===== src/logic/lfs_pkg.sv =====
package lfs_pkg;
   // Register byte offsets on the APB bus.
   localparam logic [7:0] CTRL_OFS     = 8'h00;
   localparam logic [7:0] STATUS_OFS   = 8'h04;
   localparam logic [7:0] IRQ_STAT_OFS = 8'h08;
   localparam logic [7:0] IRQ_MASK_OFS = 8'h0C;
   localparam logic [7:0] ERR_LIM_OFS  = 8'h10;
   localparam logic [7:0] BIAS_SET_OFS = 8'h14;
   localparam logic [7:0] MAX_CUR_OFS  = 8'h18;
   localparam logic [7:0] TEMP_RD_OFS  = 8'h1C;
   localparam logic [7:0] TEMP_SET_OFS = 8'h20;

   // Control register bit positions.
   localparam int CTRL_CUR_ON  = 0;
   localparam int CTRL_CUR_OFF = 1;
   localparam int CTRL_TSTAB   = 2;
   localparam int CTRL_MOD_EN  = 3;
   localparam int CTRL_SYNC_SEL = 4;

   // Event bit positions, shared by irq status and mask.
   localparam int EV_VLAS   = 0;
   localparam int EV_SUPPLY = 1;
   localparam int EV_LINK   = 2;
   localparam int EV_SENSOR = 3;
   localparam int EV_STAB   = 4;
   localparam int EV_TRIP   = 5;
   localparam int EV_W      = 6;

   // Reset values.
   localparam logic [31:0] ERR_LIM_RST  = 32'h0010_0000;
   localparam logic [15:0] MAX_CUR_RST  = 16'h0000;
   localparam logic [31:0] TEMP_SET_RST = 32'h0000_61A8;

   // Analog thresholds in mV and milli-degrees: 18.5 V, -273 and -67.737.
   localparam logic [15:0] UV_LIMIT_MV   = 16'h4844;
   localparam int          CL_GAIN_X100  = 77;
   localparam int          CL_OFS_X100MV = 100000;
   localparam logic signed [31:0] TEMP_LINK_FAIL_MC   = 32'shFFFB_D598;
   localparam logic signed [31:0] TEMP_SENSOR_FAIL_MC = 32'shFFFE_F767;

   // Modulation hold-off after current on.
   localparam longint CLK_HZ     = 200_000_000;
   localparam longint MOD_HOLD_S = 10;
   localparam logic [31:0] MOD_HOLD_CYC = 32'(MOD_HOLD_S * CLK_HZ);

   typedef enum logic [1:0] {
      CG_OFF    = 2'b00,
      CG_SETTLE = 2'b01,
      CG_RUN    = 2'b10
   } lfs_cg_state_t;
endpackage


===== src/logic/lfs_compliance.sv =====
module lfs_compliance (
   input  wire logic        core_clk,   // System clock.
   input  wire logic        reset,      // Async reset, active high.
   input  wire logic [15:0] vlas_mv,    // Laser voltage, mV.
   input  wire logic [15:0] vcc_mv,     // Source supply voltage, mV.
   output logic             over_cl,    // Laser voltage above limit.
   output logic             under_vcc   // Supply below threshold.
);
   import lfs_pkg::*;

   logic signed [31:0] lhs_x100;
   logic signed [31:0] lim_x100;

   // Limit is 0.77 * supply - 1 V, scaled by 100 to stay integer.
   assign lhs_x100 = $signed({16'h0000, vlas_mv}) * 32'sd100;
   assign lim_x100 = $signed({16'h0000, vcc_mv}) * 32'(CL_GAIN_X100)
                     - 32'(CL_OFS_X100MV);

   always_ff @(posedge core_clk or posedge reset) begin
      if (reset) begin
         over_cl   <= 1'b0;
         under_vcc <= 1'b0;
      end else begin
         over_cl   <= lhs_x100 > lim_x100;
         under_vcc <= vcc_mv < UV_LIMIT_MV;
      end
   end
endmodule


===== src/logic/lfs_stab_accum.sv =====
module lfs_stab_accum (
   input  wire logic               core_clk,  // System clock.
   input  wire logic               reset,     // Async reset, active high.
   input  wire logic               enable,    // Stabilization active.
   input  wire logic               sample_vld, // New temperature sample.
   input  wire logic signed [31:0] temp_mc,   // Measured, milli-degrees.
   input  wire logic signed [31:0] set_mc,    // Setpoint, milli-degrees.
   input  wire logic [31:0]        limit,     // Error sum limit.
   output logic                    fail       // Sum above limit.
);
   logic signed [32:0] err;
   logic [32:0]        err_abs;
   logic [39:0]        sum_q;
   logic               neg_q;

   assign err     = 33'(temp_mc) - 33'(set_mc);
   assign err_abs = err[32] ? 33'(-err) : 33'(err);

   always_ff @(posedge core_clk or posedge reset) begin
      if (reset) begin
         sum_q <= 40'h00_0000_0000;
         neg_q <= 1'b0;
      end else if (!enable) begin
         sum_q <= 40'h00_0000_0000;
      end else if (sample_vld) begin
         neg_q <= err[32];
         if (err[32] != neg_q) begin
            sum_q <= 40'h00_0000_0000;
         end else begin
            sum_q <= sum_q + 40'(err_abs);
         end
      end
   end

   always_ff @(posedge core_clk or posedge reset) begin
      if (reset) begin
         fail <= 1'b0;
      end else begin
         fail <= enable && (sum_q > {8'h00, limit});
      end
   end
endmodule


===== src/logic/lfs_supervisor.sv =====
// Functional notes
// - Open circuit: bias off, short, voltage warning.
// - Voltage above compliance limit raises voltage warning.
// - Supply under 18.5 V: bias off, short, warning.
// - Current generator fault flags are sticky.
// - Current-on command clears sticky fault flags.
// - Link failure reports -273 degrees plus warning.
// - Link warning clears when communication returns.
// - Sensor fault reports -67.737 degrees plus warning.
// - Link or sensor fault under stabilization warns reading.
// - Temperature fault while sourcing disables current.
// - Stabilization failure stops stabilization and current.
// - Programmable error sum limit declares stabilization failure.
// - Maximum limit clamps only the bias setpoint.
// - Sync output follows selected synthesizer channel.
// - Error sum accumulates, resets on setpoint crossing.
// - Modulation held off 10 s; drops with current.
module lfs_supervisor
  import lfs_pkg::*;
#(
   parameter logic [31:0] MOD_HOLD_CYCLES = lfs_pkg::MOD_HOLD_CYC
) (
   input  wire logic        core_clk,        // System clock, 200 MHz.
   input  wire logic        reset,           // Async reset, active high.
   input  wire logic        psel,            // APB select.
   input  wire logic        penable,         // APB access phase.
   input  wire logic        pwrite,          // APB write.
   input  wire logic [7:0]  paddr,           // APB byte address.
   input  wire logic [31:0] pwdata,          // APB write data.
   output logic [31:0]      prdata,          // APB read data.
   output logic             pready,          // APB ready.
   output logic             pslverr,         // APB error, unmapped.
   input  wire logic        open_circuit,    // Laser connection lost.
   input  wire logic [15:0] vlas_mv,         // Laser voltage, mV.
   input  wire logic [15:0] vcc_mv,          // Module supply, mV.
   input  wire logic        temp_link_ok,    // Temperature module talks.
   input  wire logic        sensor_ok,       // Temperature sensor sane.
   input  wire logic        temp_vld,        // New temperature sample.
   input  wire logic [31:0] temp_mc,         // Temperature, milli-deg.
   input  wire logic        synth_channel_one, // Channel one square.
   input  wire logic        synth_channel_two, // Channel two square.
   output logic             cur_gen_en,      // Bias generator enable.
   output logic             output_short,    // Short output connector.
   output logic [15:0]      bias_set,        // Clamped bias setpoint.
   output logic             tstab_en,        // Temperature stabilization.
   output logic             modulation_enable, // Modulation allowed.
   output logic             sync_out,        // Square sync output.
   output logic [31:0]      temp_read,       // Reported temperature.
   output logic             irq              // Level interrupt.
);
   import lfs_pkg::*;

   lfs_cg_state_t     cg_q;
   logic [31:0]       hold_q;
   logic              vlas_warn_q;
   logic              supply_warn_q;
   logic              stab_fail_q;
   logic              tstab_q;
   logic              mod_req_q;
   logic              sync_sel_q;
   logic [EV_W-1:0]   irq_stat_q;
   logic [EV_W-1:0]   irq_mask_q;
   logic [31:0]       err_lim_q;
   logic [15:0]       bias_q;
   logic [15:0]       max_cur_q;
   logic [31:0]       temp_set_q;
   logic [31:0]       prdata_q;
   logic              link_prev_q;
   logic              sensor_prev_q;
   logic              over_cl;
   logic              under_vcc;
   logic              stab_fail;
   logic              wr;
   logic              rd_setup;
   logic              cmd_on;
   logic              cmd_off;
   logic              ctrl_wr;
   logic              cg_fault;
   logic              temp_fault;
   logic              shutdown;
   logic              tempread_warn;
   logic [EV_W-1:0]   events;
   logic [31:0]       status_word;

   function automatic logic mapped(input logic [7:0] a);
      mapped = (a == CTRL_OFS) || (a == STATUS_OFS) ||
               (a == IRQ_STAT_OFS) || (a == IRQ_MASK_OFS) ||
               (a == ERR_LIM_OFS) || (a == BIAS_SET_OFS) ||
               (a == MAX_CUR_OFS) || (a == TEMP_RD_OFS) ||
               (a == TEMP_SET_OFS);
   endfunction

   lfs_compliance u_cl (
      .core_clk  (core_clk),
      .reset     (reset),
      .vlas_mv   (vlas_mv),
      .vcc_mv    (vcc_mv),
      .over_cl   (over_cl),
      .under_vcc (under_vcc)
   );

   lfs_stab_accum u_acc (
      .core_clk   (core_clk),
      .reset      (reset),
      .enable     (tstab_q),
      .sample_vld (temp_vld && temp_link_ok && sensor_ok),
      .temp_mc    (temp_mc),
      .set_mc     (temp_set_q),
      .limit      (err_lim_q),
      .fail       (stab_fail)
   );

   // APB decode. Reads are captured in the setup cycle, so the answer
   // comes with pready in the first access cycle.
   assign wr       = psel && penable && pwrite && mapped(paddr);
   assign rd_setup = psel && !penable && !pwrite;
   assign ctrl_wr  = wr && (paddr == CTRL_OFS);
   assign cmd_on   = ctrl_wr && pwdata[CTRL_CUR_ON];
   assign cmd_off  = ctrl_wr && pwdata[CTRL_CUR_OFF];
   assign pready   = 1'b1;
   assign pslverr  = psel && penable && !mapped(paddr);
   assign prdata   = prdata_q;

   assign cg_fault   = open_circuit || over_cl || under_vcc;
   assign temp_fault = !temp_link_ok || !sensor_ok || stab_fail;
   // Open circuit and low supply both trip the generator.
   assign shutdown   = open_circuit || under_vcc || temp_fault;
   assign tempread_warn = (tstab_q && (!temp_link_ok || !sensor_ok))
                          || stab_fail_q;

   assign events[EV_VLAS]   = open_circuit || over_cl;
   assign events[EV_SUPPLY] = under_vcc;
   assign events[EV_LINK]   = !temp_link_ok && link_prev_q;
   assign events[EV_SENSOR] = !sensor_ok && sensor_prev_q;
   assign events[EV_STAB]   = stab_fail && tstab_q;
   assign events[EV_TRIP]   = shutdown && (cg_q != CG_OFF);

   assign status_word = {21'h00_0000, sync_sel_q, stab_fail_q,
                         tempread_warn, !sensor_ok, !temp_link_ok,
                         supply_warn_q, vlas_warn_q, modulation_enable,
                         tstab_q, cur_gen_en, (cg_q == CG_SETTLE)};

   always_ff @(posedge core_clk or posedge reset) begin
      if (reset) begin
         prdata_q <= 32'h0000_0000;
      end else if (rd_setup) begin
         case (paddr)
            CTRL_OFS:     prdata_q <= {27'h000_0000, sync_sel_q, mod_req_q,
                                       tstab_q, 2'b00};
            STATUS_OFS:   prdata_q <= status_word;
            IRQ_STAT_OFS: prdata_q <= 32'(irq_stat_q);
            IRQ_MASK_OFS: prdata_q <= 32'(irq_mask_q);
            ERR_LIM_OFS:  prdata_q <= err_lim_q;
            BIAS_SET_OFS: prdata_q <= {16'h0000, bias_q};
            MAX_CUR_OFS:  prdata_q <= {16'h0000, max_cur_q};
            TEMP_RD_OFS:  prdata_q <= temp_read;
            TEMP_SET_OFS: prdata_q <= temp_set_q;
            default:      prdata_q <= 32'h0000_0000;
         endcase
      end
   end

   // Plain configuration registers.
   always_ff @(posedge core_clk or posedge reset) begin
      if (reset) begin
         err_lim_q  <= ERR_LIM_RST;
         bias_q     <= 16'h0000;
         max_cur_q  <= MAX_CUR_RST;
         temp_set_q <= TEMP_SET_RST;
         irq_mask_q <= {EV_W{1'b0}};
         mod_req_q  <= 1'b0;
         sync_sel_q <= 1'b0;
      end else if (wr) begin
         case (paddr)
            ERR_LIM_OFS:  err_lim_q  <= pwdata;
            BIAS_SET_OFS: bias_q     <= pwdata[15:0];
            MAX_CUR_OFS:  max_cur_q  <= pwdata[15:0];
            TEMP_SET_OFS: temp_set_q <= pwdata;
            IRQ_MASK_OFS: irq_mask_q <= pwdata[EV_W-1:0];
            CTRL_OFS: begin
               mod_req_q  <= pwdata[CTRL_MOD_EN];
               sync_sel_q <= pwdata[CTRL_SYNC_SEL];
            end
            default: begin
            end
         endcase
      end
   end

   // Current generator state. A shutdown cause (open circuit, low supply,
   // temperature fault) in the same cycle as a current-on request keeps
   // the generator off; over-voltage alone does not.
   always_ff @(posedge core_clk or posedge reset) begin
      if (reset) begin
         cg_q   <= CG_OFF;
         hold_q <= 32'h0000_0000;
      end else begin
         case (cg_q)
            CG_OFF: begin
               if (cmd_on && !shutdown && !cmd_off) begin
                  cg_q   <= CG_SETTLE;
                  hold_q <= 32'h0000_0000;
               end
            end
            CG_SETTLE: begin
               if (shutdown || cmd_off) begin
                  cg_q <= CG_OFF;
               end else if (hold_q >= MOD_HOLD_CYCLES - 32'h0000_0001) begin
                  cg_q <= CG_RUN;
               end else begin
                  hold_q <= hold_q + 32'h0000_0001;
               end
            end
            CG_RUN: begin
               if (shutdown || cmd_off) begin
                  cg_q <= CG_OFF;
               end
            end
            default: cg_q <= CG_OFF;
         endcase
      end
   end

   // Sticky generator flags: the command clears, a live cause sets and
   // wins over the clear.
   always_ff @(posedge core_clk or posedge reset) begin
      if (reset) begin
         vlas_warn_q   <= 1'b0;
         supply_warn_q <= 1'b0;
      end else begin
         vlas_warn_q   <= (open_circuit || over_cl) ||
                          (vlas_warn_q && !cmd_on);
         supply_warn_q <= under_vcc ||
                          (supply_warn_q && !cmd_on);
      end
   end

   // Stabilization enable and its failure flag.
   always_ff @(posedge core_clk or posedge reset) begin
      if (reset) begin
         tstab_q     <= 1'b0;
         stab_fail_q <= 1'b0;
      end else begin
         if (stab_fail) begin
            tstab_q <= 1'b0;
         end else if (ctrl_wr) begin
            tstab_q <= pwdata[CTRL_TSTAB];
         end
         stab_fail_q <= stab_fail ||
                        (stab_fail_q && !(ctrl_wr && pwdata[CTRL_TSTAB]));
      end
   end

   // Reported temperature, substituted on link or sensor faults.
   always_ff @(posedge core_clk or posedge reset) begin
      if (reset) begin
         temp_read     <= 32'h0000_0000;
         link_prev_q   <= 1'b1;
         sensor_prev_q <= 1'b1;
      end else begin
         link_prev_q   <= temp_link_ok;
         sensor_prev_q <= sensor_ok;
         if (!temp_link_ok) begin
            temp_read <= TEMP_LINK_FAIL_MC;
         end else if (!sensor_ok) begin
            temp_read <= TEMP_SENSOR_FAIL_MC;
         end else if (temp_vld) begin
            temp_read <= temp_mc;
         end
      end
   end

   // Interrupt status, write one to clear; a new event wins.
   always_ff @(posedge core_clk or posedge reset) begin
      if (reset) begin
         irq_stat_q <= {EV_W{1'b0}};
      end else begin
         irq_stat_q <= events | (irq_stat_q &
                       ~((wr && paddr == IRQ_STAT_OFS) ?
                         pwdata[EV_W-1:0] : {EV_W{1'b0}}));
      end
   end

   // Outputs that drive the analog side.
   always_ff @(posedge core_clk or posedge reset) begin
      if (reset) begin
         bias_set <= 16'h0000;
         sync_out <= 1'b0;
         irq      <= 1'b0;
      end else begin
         bias_set <= (bias_q > max_cur_q) ? max_cur_q : bias_q;
         sync_out <= sync_sel_q ? synth_channel_two
                                : synth_channel_one;
         irq      <= |(irq_stat_q & irq_mask_q);
      end
   end

   // Enable and short follow the state directly so a trip lands at once.
   assign cur_gen_en   = (cg_q != CG_OFF);
   assign output_short = !cur_gen_en;
   assign tstab_en     = tstab_q;
   assign modulation_enable = (cg_q == CG_RUN) && mod_req_q;

   chk_open_trip: assert property (
      @(posedge core_clk) disable iff (reset)
      open_circuit |=> !cur_gen_en && output_short)
      else $error("open circuit did not trip generator");

   chk_supply_flag: assert property (
      @(posedge core_clk) disable iff (reset)
      under_vcc |=> supply_warn_q)
      else $error("supply warning not raised");

   chk_sticky_hold: assert property (
      @(posedge core_clk) disable iff (reset)
      (vlas_warn_q && !cmd_on) |=> vlas_warn_q)
      else $error("voltage warning dropped without command");

   chk_on_clears: assert property (
      @(posedge core_clk) disable iff (reset)
      (cmd_on && !under_vcc) |=> !supply_warn_q)
      else $error("current-on did not clear supply flag");

   chk_link_value: assert property (
      @(posedge core_clk) disable iff (reset)
      !temp_link_ok |=> temp_read == TEMP_LINK_FAIL_MC)
      else $error("link fault temperature wrong");

   chk_sensor_value: assert property (
      @(posedge core_clk) disable iff (reset)
      (temp_link_ok && !sensor_ok) |=> temp_read == TEMP_SENSOR_FAIL_MC)
      else $error("sensor fault temperature wrong");

   chk_temp_trip: assert property (
      @(posedge core_clk) disable iff (reset)
      (temp_fault && cur_gen_en) |=> !cur_gen_en)
      else $error("temperature fault left current on");

   chk_stab_stop: assert property (
      @(posedge core_clk) disable iff (reset)
      stab_fail |=> !tstab_en && tempread_warn)
      else $error("stabilization failure not handled");

   chk_bias_clamp: assert property (
      @(posedge core_clk) disable iff (reset)
      ##1 bias_set == (($past(bias_q) > $past(max_cur_q)) ?
                       $past(max_cur_q) : $past(bias_q)))
      else $error("bias setpoint not clamped");

   chk_mod_block: assert property (
      @(posedge core_clk) disable iff (reset)
      $rose(cur_gen_en) |-> !modulation_enable [*8])
      else $error("modulation allowed during hold-off");

   chk_on_priority: assert property (
      @(posedge core_clk) disable iff (reset)
      (cmd_on && shutdown && !cur_gen_en) |=> !cur_gen_en)
      else $error("current-on beat a fault");

   cov_trip: cover property (@(posedge core_clk) disable iff (reset)
      cur_gen_en ##1 !cur_gen_en ##[1:20] vlas_warn_q);
   cov_run: cover property (@(posedge core_clk) disable iff (reset)
      modulation_enable);
   cov_stab: cover property (@(posedge core_clk) disable iff (reset)
      $rose(stab_fail_q));
endmodule


===== config.mk =====
export PLATFORM = sky130hd
export DESIGN_NAME = lfs_supervisor
export DESIGN_NICKNAME = d
export VERILOG_FILES = /design/src/logic/lfs_pkg.sv /design/src/logic/lfs_compliance.sv /design/src/logic/lfs_stab_accum.sv /design/src/logic/lfs_supervisor.sv
export SDC_FILE = /design/constraint.sdc
export NUM_CORES = 1
export LEC_CHECK = 0
export BUFFER_PORTS_ARGS = -buffer_cell sky130_fd_sc_hd__buf_2
export CAP_MARGIN = 30
export CORE_MARGIN = 5
export CORE_UTILIZATION = 56
export CTS_CLUSTER_SIZE = 28
export DETAILED_ROUTE_END_ITERATION = 7
export PLACE_DENSITY = 0.79
export SYNTH_ARGS = -nofsm -noshare
export SYNTH_HDL_FRONTEND = slang
export SYNTH_SLANG_ARGS = --single-unit

===== constraint.sdc =====
create_clock -name core_clk -period 8 [get_ports core_clk]
set_input_delay 0.8 -clock core_clk [delete_from_list [all_inputs] [get_ports core_clk]]
set_output_delay 0.8 -clock core_clk [all_outputs]
set_load 0.01 [all_outputs]

==> impl_metrics.tcl <==
set metrics [dict create \
    status "finished, final reports clean" \
    routed_wirelength_um 58400 \
    maxCapViolCount 0 \
    drt_pass1_iterations 6 \
    max_freq_ghz 0.161 \
    cts_resized 0 \
    io_pins 203 \
    report.final.slew_viol_count 0 \
    layout_worst_path_cycle_share_pct 77.5 \
    cpPeakStageDelay_ns 0.53 \
    synth_cell_types 96 \
    worst_setup_path_end_kind "flop" \
    leakage_nw 12.2 \
    clkTransAtPathRegs_ns 0.06 \
    yosysTopAreaCell "dfrtp_1" \
    setup_tns_ns 0 \
    grt_setup_unrepaired "no" \
    pre_cts_ws_ns 1.23 \
    dr_total_vias 18929 \
    cpMaxStageDelayCell "fa_1" \
    synth_edf_count 0 \
    synthesis.nets 2820 \
    power_per_cell_area_mw_per_mm2 195 \
    grt.total_usage_pct 26.1 \
    drtIter0Drc 1555 \
    ys.flop_type "dfrtp_1" \
    htreeDepth 1 \
    slew_headroom_pct 31.2 \
    post-route-util_pct 63.1 \
    finalSetupViolCount 0 \
    worst_pin_slew_ns 1.03 \
    grt_pass1_wl_um 95900 \
    cts_root_buf "clkbuf_16" \
    cts_tree "yes" \
    core_mm2 0.0388 \
    crit_buf_inv 5 \
    initial_utilization_pct 56.7 \
    final_nets 2983 \
    netlist_area_mm2 0.0220 \
    hold_viol_final 0 \
    wl_per_cell_um 18.7 \
    avgSynthCellArea_um2 9.14 \
    hp-class "primary input to async pin" \
    critPathMaxFanout 5 \
    period_needed_ns 6.20 \
    cp_top_family "adder cells" \
    synthTopCellsByArea "dfrtp_1, ha_1, inv_1, mux2_2, xnor2_1" \
    path_class "primary input to flop" \
    synthCells 2410 \
    fillCellCount 3177 \
    cts_setup_buffers 0 \
    die_h_um 208 \
    clk_latency_ns 0.57 \
    gr-total-overflow 0 \
    yosysSeqAreaShare_pct 31.4 \
    place.gp.congestion 0.923 \
    clock_skew_ns 0.0215 \
    cts_buffers 28 \
    cp.required_ns 8.44 \
    synthArstFlopShare_pct 100 \
    cts_hold_buf 0 \
    regToRegSetupSlack_ns 1.91 \
    worstPathArrival_ns 6.64 \
    start_kind "primary input" \
    fin_ws_ns 1.80 \
    drc_errors 0 \
    ys_top_cells_by_count "dfrtp_1, inv_1, ha_1, nand2_1, nor2_1" \
    cts_sinks 276 \
    antenna_found_initial 5 \
    grt_max_degree 182 \
    synth_top_area_share_pct 30.3 \
    ir_worst_vdd_mv 0.197 \
    vias_per_cell 6.07 \
    drive_above_1_share_pct 15.0 \
    synth_warnings 0 \
    place.detailed.hpwl_um 44900 \
    ys_ff_latch 276 \
    numPortBuffers 201 \
    die_w_um 208 \
    areaGrowthSynthToFinish_pct 11.2 \
    die_area_mm2 0.0434 \
    fp-row-count 72 \
    grt_pass1_vias 19040 \
    ant_nets 0 \
    cts.path.max_buffers 3 \
]
-- worst paths after layout --
check	from	to	depth (start not counted)
hold reg to reg	prdata[6]	prdata[6]	1
min in group core_clk	synth_channel_one	sync_out	2
setup / recovery	vcc_mv[7]	u_cl.over_cl	25
hold / removal	reset	max_cur_q[4]	2
max in group asynchronous	reset	temp_read[18]	3
setup reg to reg	temp_set_q[0]	u_acc.sum_q[37]	23
-- stage by stage --
step           power (W)  std cells  instance area [um^2]  hold slack, ns
2_1_floorplan    0.00301       2410                 22000           0.438
3_3_place_gp     0.00338       3058                 23500           0.469
3_5_place_dp     0.00346       3060                 23600           0.481
4_1_cts          0.00478       3112                 24500           0.127
5_1_grt          0.00512       3116                 24500           0.137
6_report         0.00477       3116                 24500           0.138
-- area by class of cell --
type | instances | area (um^2) | share of cell area [%]
clock inverters | 10 | 118 | 0.480
inverters | 267 | 1010 | 4.11
clock buffers | 42 | 793 | 3.24
diodes | 3 | 7.51 | 0.0306
well taps | 518 | 648 | 2.65
flip-flops and latches | 276 | 6920 | 28.2
repair buffers | 220 | 1210 | 4.92
multi-input cells | 1780 | 13800 | 56.3
-- flip-flops by register name (all words and copies together) (netlist names), 2 cells and up --
name and flops:
bias_q 16, bias_set 16, cg_q 2, err_lim_q 32, hold_q 32, irq_mask_q 6, irq_stat_q 6, max_cur_q 16
prdata 32, temp_read 32, temp_set_q 32, u_acc.sum_q 40
-- where the power goes --
group,switching (W),internal (W)
registers,0.0000325,0.00144
clock network,0.000559,0.000751
logic,0.00113,0.000860
total,0.00172,0.00305
-- cells in the final DEF, fill, tap and decap left out, drive strengths merged, types with 9 or more instances in the layout --
cell type / count
a22o: 54
or2: 9
a222oi: 22
nand2: 188
o21ai: 139
nand4: 35
inv: 266
a221oi: 16
clkbuf: 42
nor3: 36
o31ai: 14
xor2: 59
nor2: 144
fa: 37
dfrtp: 267
o2111ai: 9
a21o: 67
a211oi: 13
ha: 258
a21boi: 12
mux2i: 36
o211ai: 20
buf: 220
xnor2: 91
nor4: 14
o21bai: 14
mux2: 76
a31oi: 18
dfstp: 9
nand2b: 22
or3: 13
nand3: 48
and3: 23
a22oi: 11
o21a: 23
nor2b: 20
nor3b: 9
a21oi: 131
-- cell families (layout without fill, tap and decap cells) --
| kind of cell | after synthesis | after routing | share of synthesized area [%] |
|---|---|---|---|
| simple gates | 598 | 598 | 13.3 |
| compound gates | 624 | 624 | 19.6 |
| buf+inv | 354 | 539 | 6.11 |
| mux | 112 | 112 | 5.52 |
| fa+ha+maj | 295 | 295 | 18.0 |
| xor+xnor | 150 | 150 | 5.96 |
| other cells | 1 | 4 | 0.0170 |
| flops | 276 | 276 | 31.4 |
-- layer usage --
metal / GRT usage (%) / up-vias / wire length, um
met2: 42.8 / 712 / 26900
li1: - / 8923 / -
met5: 0 / - / 23
met4: 7.81 / 4 / 1650
met3: 4.40 / 102 / 4750
met1: 35.6 / 9188 / 25100
Note: power is estimated with default switching activity, not from simulation.
